<file path="src/dac_ctrl_pkg.sv">
/*
  Shared constants and types for the dual converter register control.
  Assumes an 8-bit special-function-register write/read port on the core clock.
*/
package dac_ctrl_pkg;
  // register addresses in the special-function-register space
  localparam logic [7:0] ADDR_CODE0_LOW = 8'hF9;
  localparam logic [7:0] ADDR_CODE0_HIGH = 8'hFA;
  localparam logic [7:0] ADDR_CODE1_LOW = 8'hFB;
  localparam logic [7:0] ADDR_CODE1_HIGH = 8'hFC;
  localparam logic [7:0] ADDR_CONTROL = 8'hFD;
  // values after power-on
  localparam logic [7:0] RESET_CONTROL = 8'h04;
  localparam logic [7:0] RESET_CODE_BYTE = 8'h00;
  localparam logic [7:0] UNMAPPED_READ = 8'h00;
  // control field positions
  localparam int unsigned BIT_MODE8 = 7;
  localparam int unsigned BIT_SPAN1 = 6;
  localparam int unsigned BIT_SPAN0 = 5;
  localparam int unsigned BIT_OUTPUT_ZERO_FORCE_ONE = 4;
  localparam int unsigned BIT_OUTPUT_ZERO_FORCE_ZERO = 3;
  localparam int unsigned BIT_SYNC = 2;
  localparam int unsigned BIT_PWR1 = 1;
  localparam int unsigned BIT_PWR0 = 0;
  localparam int unsigned CODE_W = 12;

  // signals toward the two analog converter cores
  typedef struct packed {
    logic [CODE_W-1:0] code1;
    logic [CODE_W-1:0] code0;
    logic [1:0] span_supply;
    logic [1:0] zero_force;
    logic [1:0] power_on;
    logic [1:0] out_enable;
    logic [1:0] bypass;
  } dac_drive_type;

  typedef struct packed {
    logic [7:0] control;
    logic [7:0] low0;
    logic [7:0] high0;
    logic [7:0] low1;
    logic [7:0] high1;
    logic [7:0] rdata;
    dac_drive_type drive;
  } ctrl_state_type;
endpackage

</file>
<file path="src/dual_dac_register_control.sv">
/*
  Register-side control for two 12-bit voltage-output converters: five
  special-function registers, code latching and update timing, and the
  span, clear, power and buffer-bypass controls toward the analog cores.
  Assumes the core drives the register port synchronously to i_core_clk
  and that i_buffer_bypass comes from the system configuration register
  on the same clock.
*/
`timescale 1ns/1ns
module dual_dac_register_control (
  input wire logic i_core_clk,
  input wire logic i_nrst,
  input wire logic [7:0] i_sfr_addr,
  input wire logic i_sfr_wr,
  input wire logic [7:0] i_sfr_wdata,
  input wire logic i_buffer_bypass,
  output logic [7:0] o_sfr_rdata,
  output dac_ctrl_pkg::dac_drive_type o_drive
);
  import dac_ctrl_pkg::*;

  logic rst_meta_r;
  logic rst_n;
  ctrl_state_type s_r;
  ctrl_state_type s_nxt;

  // reset asserts at once, releases after two clean edges
  always_ff @(posedge i_core_clk or negedge i_nrst) begin
    if (!i_nrst) begin
      rst_meta_r <= 1'b0;
      rst_n <= 1'b0;
    end else begin
      rst_meta_r <= 1'b1;
      rst_n <= rst_meta_r;
    end
  end

  // code as the core sees it; 8-bit codes are scaled up to full span
  function automatic logic [CODE_W-1:0] form_code(input logic mode8, input logic [7:0] lo,
                                                   input logic [7:0] hi);
    if (mode8) begin
      form_code = {lo, 4'h0};
    end else begin
      form_code = {hi[3:0], lo};
    end
  endfunction

  logic wr_ctrl;
  logic wr_low0;
  logic wr_low1;
  logic sync_rise;
  assign wr_ctrl = i_sfr_wr && (i_sfr_addr == ADDR_CONTROL);
  assign wr_low0 = i_sfr_wr && (i_sfr_addr == ADDR_CODE0_LOW);
  assign wr_low1 = i_sfr_wr && (i_sfr_addr == ADDR_CODE1_LOW);
  assign sync_rise = wr_ctrl && !s_r.control[BIT_SYNC] && i_sfr_wdata[BIT_SYNC];

  always_comb begin
    s_nxt = s_r;
    if (i_sfr_wr) begin
      case (i_sfr_addr)
        ADDR_CODE0_LOW: s_nxt.low0 = i_sfr_wdata;
        ADDR_CODE0_HIGH: s_nxt.high0 = i_sfr_wdata;
        ADDR_CODE1_LOW: s_nxt.low1 = i_sfr_wdata;
        ADDR_CODE1_HIGH: s_nxt.high1 = i_sfr_wdata;
        ADDR_CONTROL: s_nxt.control = i_sfr_wdata;
        default: s_nxt.control = s_r.control;
      endcase
    end
    // a low byte write only moves the output while updates follow writes
    if (s_r.control[BIT_SYNC] && wr_low0) begin
      s_nxt.drive.code0 = form_code(s_r.control[BIT_MODE8], i_sfr_wdata, s_r.high0);
    end
    if (s_r.control[BIT_SYNC] && wr_low1) begin
      s_nxt.drive.code1 = form_code(s_r.control[BIT_MODE8], i_sfr_wdata, s_r.high1);
    end
    // both staged codes go out on the same edge when sync is raised
    if (sync_rise) begin
      s_nxt.drive.code0 = form_code(i_sfr_wdata[BIT_MODE8], s_r.low0, s_r.high0);
      s_nxt.drive.code1 = form_code(i_sfr_wdata[BIT_MODE8], s_r.low1, s_r.high1);
    end
    s_nxt.drive.span_supply[1] = s_nxt.control[BIT_SPAN1];
    s_nxt.drive.span_supply[0] = s_nxt.control[BIT_SPAN0];
    s_nxt.drive.zero_force[1] = !s_nxt.control[BIT_OUTPUT_ZERO_FORCE_ONE];
    s_nxt.drive.zero_force[0] = !s_nxt.control[BIT_OUTPUT_ZERO_FORCE_ZERO];
    s_nxt.drive.power_on[1] = s_nxt.control[BIT_PWR1];
    s_nxt.drive.power_on[0] = s_nxt.control[BIT_PWR0];
    // a powered-down output floats; the pull-down sits outside the chip
    s_nxt.drive.out_enable = {s_nxt.control[BIT_PWR1], s_nxt.control[BIT_PWR0]};
    // bypass is refused on the supply span, where the core cannot work unbuffered
    s_nxt.drive.bypass[1] = i_buffer_bypass && !s_nxt.control[BIT_SPAN1];
    s_nxt.drive.bypass[0] = i_buffer_bypass && !s_nxt.control[BIT_SPAN0];
    case (i_sfr_addr)
      ADDR_CODE0_LOW: s_nxt.rdata = s_r.low0;
      ADDR_CODE0_HIGH: s_nxt.rdata = s_r.high0;
      ADDR_CODE1_LOW: s_nxt.rdata = s_r.low1;
      ADDR_CODE1_HIGH: s_nxt.rdata = s_r.high1;
      ADDR_CONTROL: s_nxt.rdata = s_r.control;
      default: s_nxt.rdata = UNMAPPED_READ;
    endcase
  end

  always_ff @(posedge i_core_clk or negedge rst_n) begin
    if (!rst_n) begin
      s_r <= '0;
      s_r.control <= RESET_CONTROL;
      s_r.low0 <= RESET_CODE_BYTE;
      s_r.high0 <= RESET_CODE_BYTE;
      s_r.low1 <= RESET_CODE_BYTE;
      s_r.high1 <= RESET_CODE_BYTE;
      s_r.drive.zero_force <= 2'h3;
    end else begin
      s_r <= s_nxt;
    end
  end

  assign o_sfr_rdata = s_r.rdata;
  assign o_drive = s_r.drive;
endmodule // dual_dac_register_control

</file>
<file path="config.mk">
export PLATFORM = sky130hd
export DESIGN_NAME = dual_dac_register_control
export DESIGN_NICKNAME = d
export VERILOG_FILES = /design/src/dac_ctrl_pkg.sv /design/src/dual_dac_register_control.sv
export SDC_FILE = /design/constraint.sdc
export NUM_CORES = 1
export LEC_CHECK = 0
export BUFFER_PORTS_ARGS = -buffer_cell sky130_fd_sc_hd__buf_2
export CELL_PAD_IN_SITES_DETAIL_PLACEMENT = 1
export CELL_PAD_IN_SITES_GLOBAL_PLACEMENT = 2
export CORE_ASPECT_RATIO = 1.75
export CORE_MARGIN = 2
export CORE_UTILIZATION = 26
export DETAILED_ROUTE_END_ITERATION = 12
export PLACE_DENSITY_LB_ADDON = 0.1
export SYNTH_ARGS = -nofsm -noshare
export SYNTH_HDL_FRONTEND = slang
export SYNTH_SLANG_ARGS = --single-unit
export TNS_END_PERCENT = 1
</file>
<file path="constraint.sdc">
create_clock -name i_core_clk -period 4.9 [get_ports i_core_clk]
set_input_delay 0.735 -clock i_core_clk [delete_from_list [all_inputs] [get_ports i_core_clk]]
set_output_delay 0.735 -clock i_core_clk [all_outputs]
set_load 0.005 [all_outputs]
</file>
* Yosys cells after proc, flatten, opt, wreduce, memory -nomap -nowiden
Index checks and enable logic that the tools add are counted.
Storage, ports and cells: flip-flop bits (word level) 82, bits in latches 0, bits in writable memories 0, memory bits (read-only) 0, input port bits 20, output and inout bits 42, word-level logic and storage cells 55, memories kept 0
Cells by class: $add $sub $neg 0, $mul 0, div/mod/pow operators 0, magnitude comparators 0, eq/ne operators 5, shift-type cells 0, multiplexer cells 14, bitwise operators 0, reduce and logical (&&, ||, !) cells 21
Operator list (count):
- two-way mux 12 bit | 6
- == test 8 bit (second input constant) | 5
- case mux 8 bit (5 select lines) | 1
- two-way mux 39 bit | 1
- two-way mux 8 bit | 4
- two-way mux 24 bit | 1
- AND reduction 2 bit | 5
- logical AND 1 bit | 9
- two-way mux 7 bit | 1
- zero test 1 bit | 5
- nonzero test 2 bit | 2

* Depth between registers and ports, before layout
Gate-level depths: netlist of run 1.
word-level depth 5, depth in mapped cells 6, depth with buffers taken out 4

* Worst setup path before layout of run 1
OpenSTA, ideal clock, no wires.
kind input port to flip-flop, from in i_sfr_addr[2], to reg s_r[58] (netlist bit), library setup time 0.125 ns, arrival time 2.094 ns, required time 4.775 ns, setup slack 2.681 ns, stages on the path 6, buffers on the path 2, path through nand2b_1 buf_2 or2_2 buf_2 nor2_2 mux2_2
Between the ends: cells in the longest elaborated chain, start to end 2
Ends and longest elaborated chain:
- start: declaration | line dual_dac_register_control.sv:13 | input wire logic [7:0] i_sfr_addr,
- == test 8 bit | line dual_dac_register_control.sv:60 | case (i_sfr_addr)
- AND reduction 2 bit (no source line)
- end signal: assignment | line dual_dac_register_control.sv:112 | s_r <= s_nxt;
- end: declaration | line dual_dac_register_control.sv:24 | ctrl_state_type s_r;
No other way between the ends. A chain may end at the register's enable or synchronous reset.

* Final worst setup path of run 1
from in i_sfr_addr[2], to reg s_r[71] (netlist bit)
The elaborated chain is that of the path after synthesis.

==> results of run 1 <==
## synthesized netlist by cell type (2+ instances only)
library cell  instances
nand3_1               9
clkbuf_1             12
nand4_1               3
nor4_1                4
and4_1                2
a22oi_1              16
dfrtp_1              75
buf_4                42
nor2b_1               3
or3_1                 2
o31ai_1               5
o22ai_1               9
a221o_1              11
buf_2                 7
o21ai_0              16
and3b_1               2
inv_1                11
nor2_1               23
nand2_1              19
nor3_1                2
nand2b_1              2
mux2_2               46
mux2i_1              22
dfstp_2               3
o221ai_1              4
## flip-flops by register name, indices dropped and copies added (netlist names)
name	flops
s_r	38
o_sfr_rdata	8
rst_n	1
rst_meta_r	1
o_drive	30
## worst max-delay path: cells and delay by family
kind / cells / cell delay [ns]
buf+inv: 1 / 0.13
mux: 1 / 0.41
simple gates: 3 / 1.39
## worst paths after layout
path,startpoint,end,slack (ns),cells after the start
worst max-delay path,i_sfr_addr[2],s_r[71],2.47,5
worst max register to register,s_r[76],o_drive[31],2.73,4
min in group i_core_clk,rst_meta_r,rst_n,0.35,0
worst min register to register,rst_meta_r,rst_n,0.35,0
max in group asynchronous,rst_n,o_drive[33],3.71,0
worst min-delay path,i_nrst,rst_n,0.16,1
## cell families (layout without fill, tap and decap cells)
group,count (synthesis),count (layout),share of synthesized area [%]
and+or+nand+nor,81,81,11.0
other,1,1,0.0930
AOI/OAI and AO/OA,62,62,11.1
DFF,78,78,48.5
buffers and inverters,74,91,11.0
muxes,68,68,18.3
## metal layers
layer	routed length, um	up-vias
met4	250	0
li1	-	1297
met2	6500	55
met1	5020	1404
met3	304	12
met5	0	-
## layout make-up
| type | instances | area, um2 |
|---|---|---|
| Clock buffer | 9 | 225 |
| Fill cell | 1779 | 10800 |
| Multi-Input combinational cell | 212 | 1630 |
| Inverter | 11 | 41.3 |
| Sequential cell | 78 | 1960 |
| Clock inverter | 7 | 73.8 |
| Timing Repair Buffer | 64 | 328 |
| Tap cell | 186 | 233 |
## where the power goes
group	total [mW]	switching [mW]	internal [mW]
combinational	0.0848	0.0470	0.0378
clock	0.688	0.291	0.396
sequential	0.700	0.0354	0.664
## metrics by stage
| stage | power [mW] | hold slack, ns | worst slack (ns) |
|---|---|---|---|
| floorplan | 0.758 | 0.331 | 2.57 |
| global placement | 0.798 | 0.340 | 2.10 |
| detailed placement | 0.799 | 0.342 | 2.06 |
| CTS | 1.50 | 0.151 | 2.43 |
| global route | 1.53 | 0.155 | 2.32 |
| finish | 1.47 | 0.160 | 2.47 |
==> metrics.csv, run 1 <==
metric;value;unit
status;complete, no violations;
core;0.0153;mm2
cts_tree;yes;
dpl.hpwl;8.81;mm
synth_edf_count;0;
wirelength;12.1;mm
port_buffers;61;
cp.required;5.13;ns
cts_sinks;78;
syn_inst;364;
maxCapViolCount;0;
drtAntennaViolNets;0;
clock_path_buffers;2;
min_path_type;input pin to async pin;
io_pins;62;
layout.nets;396;
grt_pass1_wl;19.2;mm
setup_tns;0;ns
max_freq;0.411;GHz
final_cell_mix;74 x dfrtp_1, 61 x buf_2, 46 x mux2_2;
cts-root-buf;clkbuf_16;
final_common_cell;dfrtp_1;
die_x;98.2;um
track_usage;15.4;%
met2_usage;27.9;%
ys_warn_count;0;
yosysTopAreaCellShare;46.5;%
relSlewSlack;30.1;%
gr-usage-met3;2.23;%
crit_chain;buf_2 -> nand2b_1 -> or2_2 -> nor2b_1 -> mux2_2;
start_util;26.3;%
dp.cells;551;
end_kind;register;
skew;0.00625;ns
arrival;2.67;ns
grt_max_degree;77;
grt.busiest_layer;met2;
synth_cell_types;39;
critPathKind;input pin to register;
final-hold-violation-count;0;
via_per_inst;4.88;
finalNonFillerCells;567;
cts_setup_buffers;0;
final_layout_size_suffix_gt1_share;36.0;%
wire_per_inst;21.3;um
synth_seq_cells;78;
power_density;328;mW/mm2
cts_resized;0;
antenna_found_initial;0;
vdd.ir_drop.worst;170;uV
cp_slowest_stage_delay;0.63;ns
vias;2768;
p_leak;2.16;nW
die_area;0.0166;mm2
ys_seq_area_share;48.5;%
yosys-top-cells-area;dfrtp_1 47%, mux2_2 13%, buf_4 7.8%, mux2i_1 5.5%, a22oi_1 3.0%;
cpMaxStageDelayCell;nor2b_1;
htreeDepth;3;
die_height;169;um
dr.pass1.iters;4;
diodes;0;
period_needed;2.43;ns
worstMarginPinSlew;1.05;ns
slew_viol_final;0;
grt.overflow.total;0;
synth_nets;384;
fin_util;29.3;%
worstSetupStartpointType;input pin;
std_cell_rows;60;
avgSynthCellArea;11.1;um2
synth-main-ff-cell;dfrtp_1;
synth_area_leader_cell;dfrtp_1;
syn-cell-area;0.00403;mm2
synthArstFlopShare;100;%
drc;0;
fin_crit_sh;49.7;%
gp_congestion;0.760;
rsz0062_at_grt;false;
area_delta_synth_final;11.4;%
cts_buffers;9;
design_area;0.00449;mm2
clk_latency;0.35;ns
path_clk_slew;0.06;ns
use_met1;18.3;%
first_global_vias;3052;
postCtsHoldBufs;0;
drtIter0Drc;71;
placed_cell_area;0.00419;mm2
setup_viol_count_final;0;
cp_max_fo;11;
Power figures use the tool's default switching activity.
==> inputs of run 2 (changes only) <==
--- a/config.mk
+++ b/config.mk
@@ -5,6 +5,7 @@
 export SDC_FILE = /design/constraint.sdc
 export NUM_CORES = 1
 export LEC_CHECK = 0
+export ABC_AREA = 1
 export BUFFER_PORTS_ARGS = -buffer_cell sky130_fd_sc_hd__buf_2
 export CELL_PAD_IN_SITES_DETAIL_PLACEMENT = 1
 export CELL_PAD_IN_SITES_GLOBAL_PLACEMENT = 2
==> constraint.sdc (replaced) <==
create_clock -name i_core_clk -period 2.55 [get_ports i_core_clk]
set_input_delay 0.3825 -clock i_core_clk [delete_from_list [all_inputs] [get_ports i_core_clk]]
set_output_delay 0.3825 -clock i_core_clk [all_outputs]
set_load 0.005 [all_outputs]
==> run 2 against run 1 <==
Net effect: sequential power grew 94%; utilization is essentially flat; routed wire length grew 8.4%; worst hold slack gained 0.14 ns; cell count grew 27%; first-iteration DRC count grew 100%; critical endpoint is now o_drive[18]; largest cell class unchanged.
==> metrics.csv, run 2 <==
metric;value;unit
top_layer_used;met4;
skew;0.00482;ns
dr.pass1.iters;4;
cts_tree;yes;
rsz0062_at_grt;false;
largest_reg_flops;38;
start_util;26.5;%
relSlewSlack;64.1;%
worstSetupStartpointType;register;
routed-wl-met2;6.87;mm
whs;0.300;ns
die_x;99.9;um
power_density;623;mW/mm2
port_buffers;61;
synth_area_leader_cell;dfrtp_1;
max_freq;0.570;GHz
final_layout_size_suffix_gt1_share;22.1;%
gp_congestion;0.760;
maxCapViolCount;0;
layout.nets;544;
cts_buffers;9;
synth-main-ff-cell;dfrtp_1;
wire_per_inst;18.2;um
synth_cell_types;34;
first_global_vias;3471;
end_kind;register;
final_common_cell;nand2_1;
p_leak;2.36;nW
synth_seq_cells;78;
ys_warn_count;0;
min_path_type;input pin to register;
top_register;s_r;
final-hold-violation-count;0;
diodes;0;
dpl.hpwl;9.80;mm
io_pins;62;
htreeDepth;3;
die_area;0.0172;mm2
via_per_inst;4.63;
arrival;1.99;ns
cts_sinks;78;
synth_edf_count;0;
syn_inst;507;
yosys-top-cells-area;dfrtp_1 45%, nand2_1 11%, nand3_1 8.4%, o21ai_0 7.9%, buf_4 7.7%;
cts_setup_buffers;0;
setup_tns;0;ns
synth.most_common_cell;nand2_1;
met1Wirelength;5.64;mm
die_height;172;um
core;0.0158;mm2
clock_path_buffers;2;
antenna_found_initial;0;
avgSynthCellArea;8.25;um2
status;complete, no violations;
period_needed;1.75;ns
setup_viol_count_final;0;
drtAntennaViolNets;0;
synth_nets;527;
syn-cell-area;0.00418;mm2
yosysTopAreaCellShare;44.9;%
path_clk_slew;0.06;ns
cp_max_fo;36;
cts-root-buf;clkbuf_16;
drc;0;
wirelength;13.1;mm
postCtsHoldBufs;1;
slew_viol_final;0;
synthArstFlopShare;100;%
grt_max_degree;41;
std_cell_rows;61;
ys_seq_area_share;46.8;%
area_delta_synth_final;10.7;%
vdd.ir_drop.worst;283;uV
synth_common_cells;120 x nand2_1, 75 x dfrtp_1, 70 x nand3_1, 66 x o21ai_0, 46 x inv_1;
fin_crit_sh;68.8;%
vias;3322;
drtIter0Drc;144;
critPathKind;register to register;
final_cell_mix;120 x nand2_1, 74 x dfrtp_1, 70 x nand3_1;
clk_latency;0.34;ns
grt.overflow.total;0;
cts_resized;0;
fin_util;29.3;%
cp.required;2.78;ns
routed-wl-met3;351;um
worstMarginPinSlew;0.538;ns
grt_pass1_wl;21.0;mm
track_usage;16.4;%
==> run 2: worst paths after layout <==
kind / from / to / slack [ns] / cells after the start
worst max-delay path: s_r[76] / o_drive[18] / 0.80 / 6
worst min-delay path: i_buffer_bypass / o_drive[0] / 0.30 / 3
worst max register to register: s_r[76] / o_drive[18] / 0.80 / 6
worst min register to register: rst_n / o_sfr_rdata[5] / 0.31 / 0
max in group asynchronous: rst_n / s_r[76] / 1.54 / 1
min in group asynchronous: rst_n / o_sfr_rdata[5] / 0.31 / 0
==> run 2: cell type report <==
class,count,area (um2)
well taps,189,236
flip-flops and latches,78,1960
clock inverters,5,40.0
inverters,50,188
fillers,1891,11200
repair buffers,70,388
multi-input cells,315,1570
clock buffers,11,253
==> run 2: cells by family after synthesis <==
family | after synthesis | share of synthesized area, %
AO/OA/AOI/OAI | 85 | 10.7
buffers and inverters | 114 | 15.8
flip-flops | 78 | 46.8
other | 1 | 0.0897
AND/OR/NAND/NOR | 229 | 26.7
==> run 2: critical path: stages (launching register included) <==
cell     delay (ns)
dfstp_2        0.59
inv_1          0.15
nand4_4        0.11
buf_4          0.38
nand2_1        0.19
nand3_1        0.16
nand2_1        0.06
==> run 2: per-layer routing <==
layer / vias up / GRT usage (%)
met5: - / 0
met4: 0 / 5.06
met3: 15 / 2.68
met2: 61 / 29.5
li1: 1641 / -
met1: 1605 / 20.0
==> run 2: power breakdown <==
group / internal, mW / switching (mW) / total, mW / leakage (nW)
combinational: 0.0831 / 0.152 / 0.235 / 1.19
clock: 0.724 / 0.569 / 1.29 / 0.147
sequential: 1.30 / 0.0534 / 1.36 / 1.02
==> run 2: metrics by stage <==
step                      total power [mW]  instances  area, um2  worst slack (ns)
after floorplan                       1.54        507       4180             0.222
after global placement                1.62        701       4330             0.649
after detailed placement              1.62        701       4330             0.664
after CTS                             2.95        718       4630             0.781
after global routing                  3.04        718       4630             0.719
final                                 2.88        718       4630             0.795
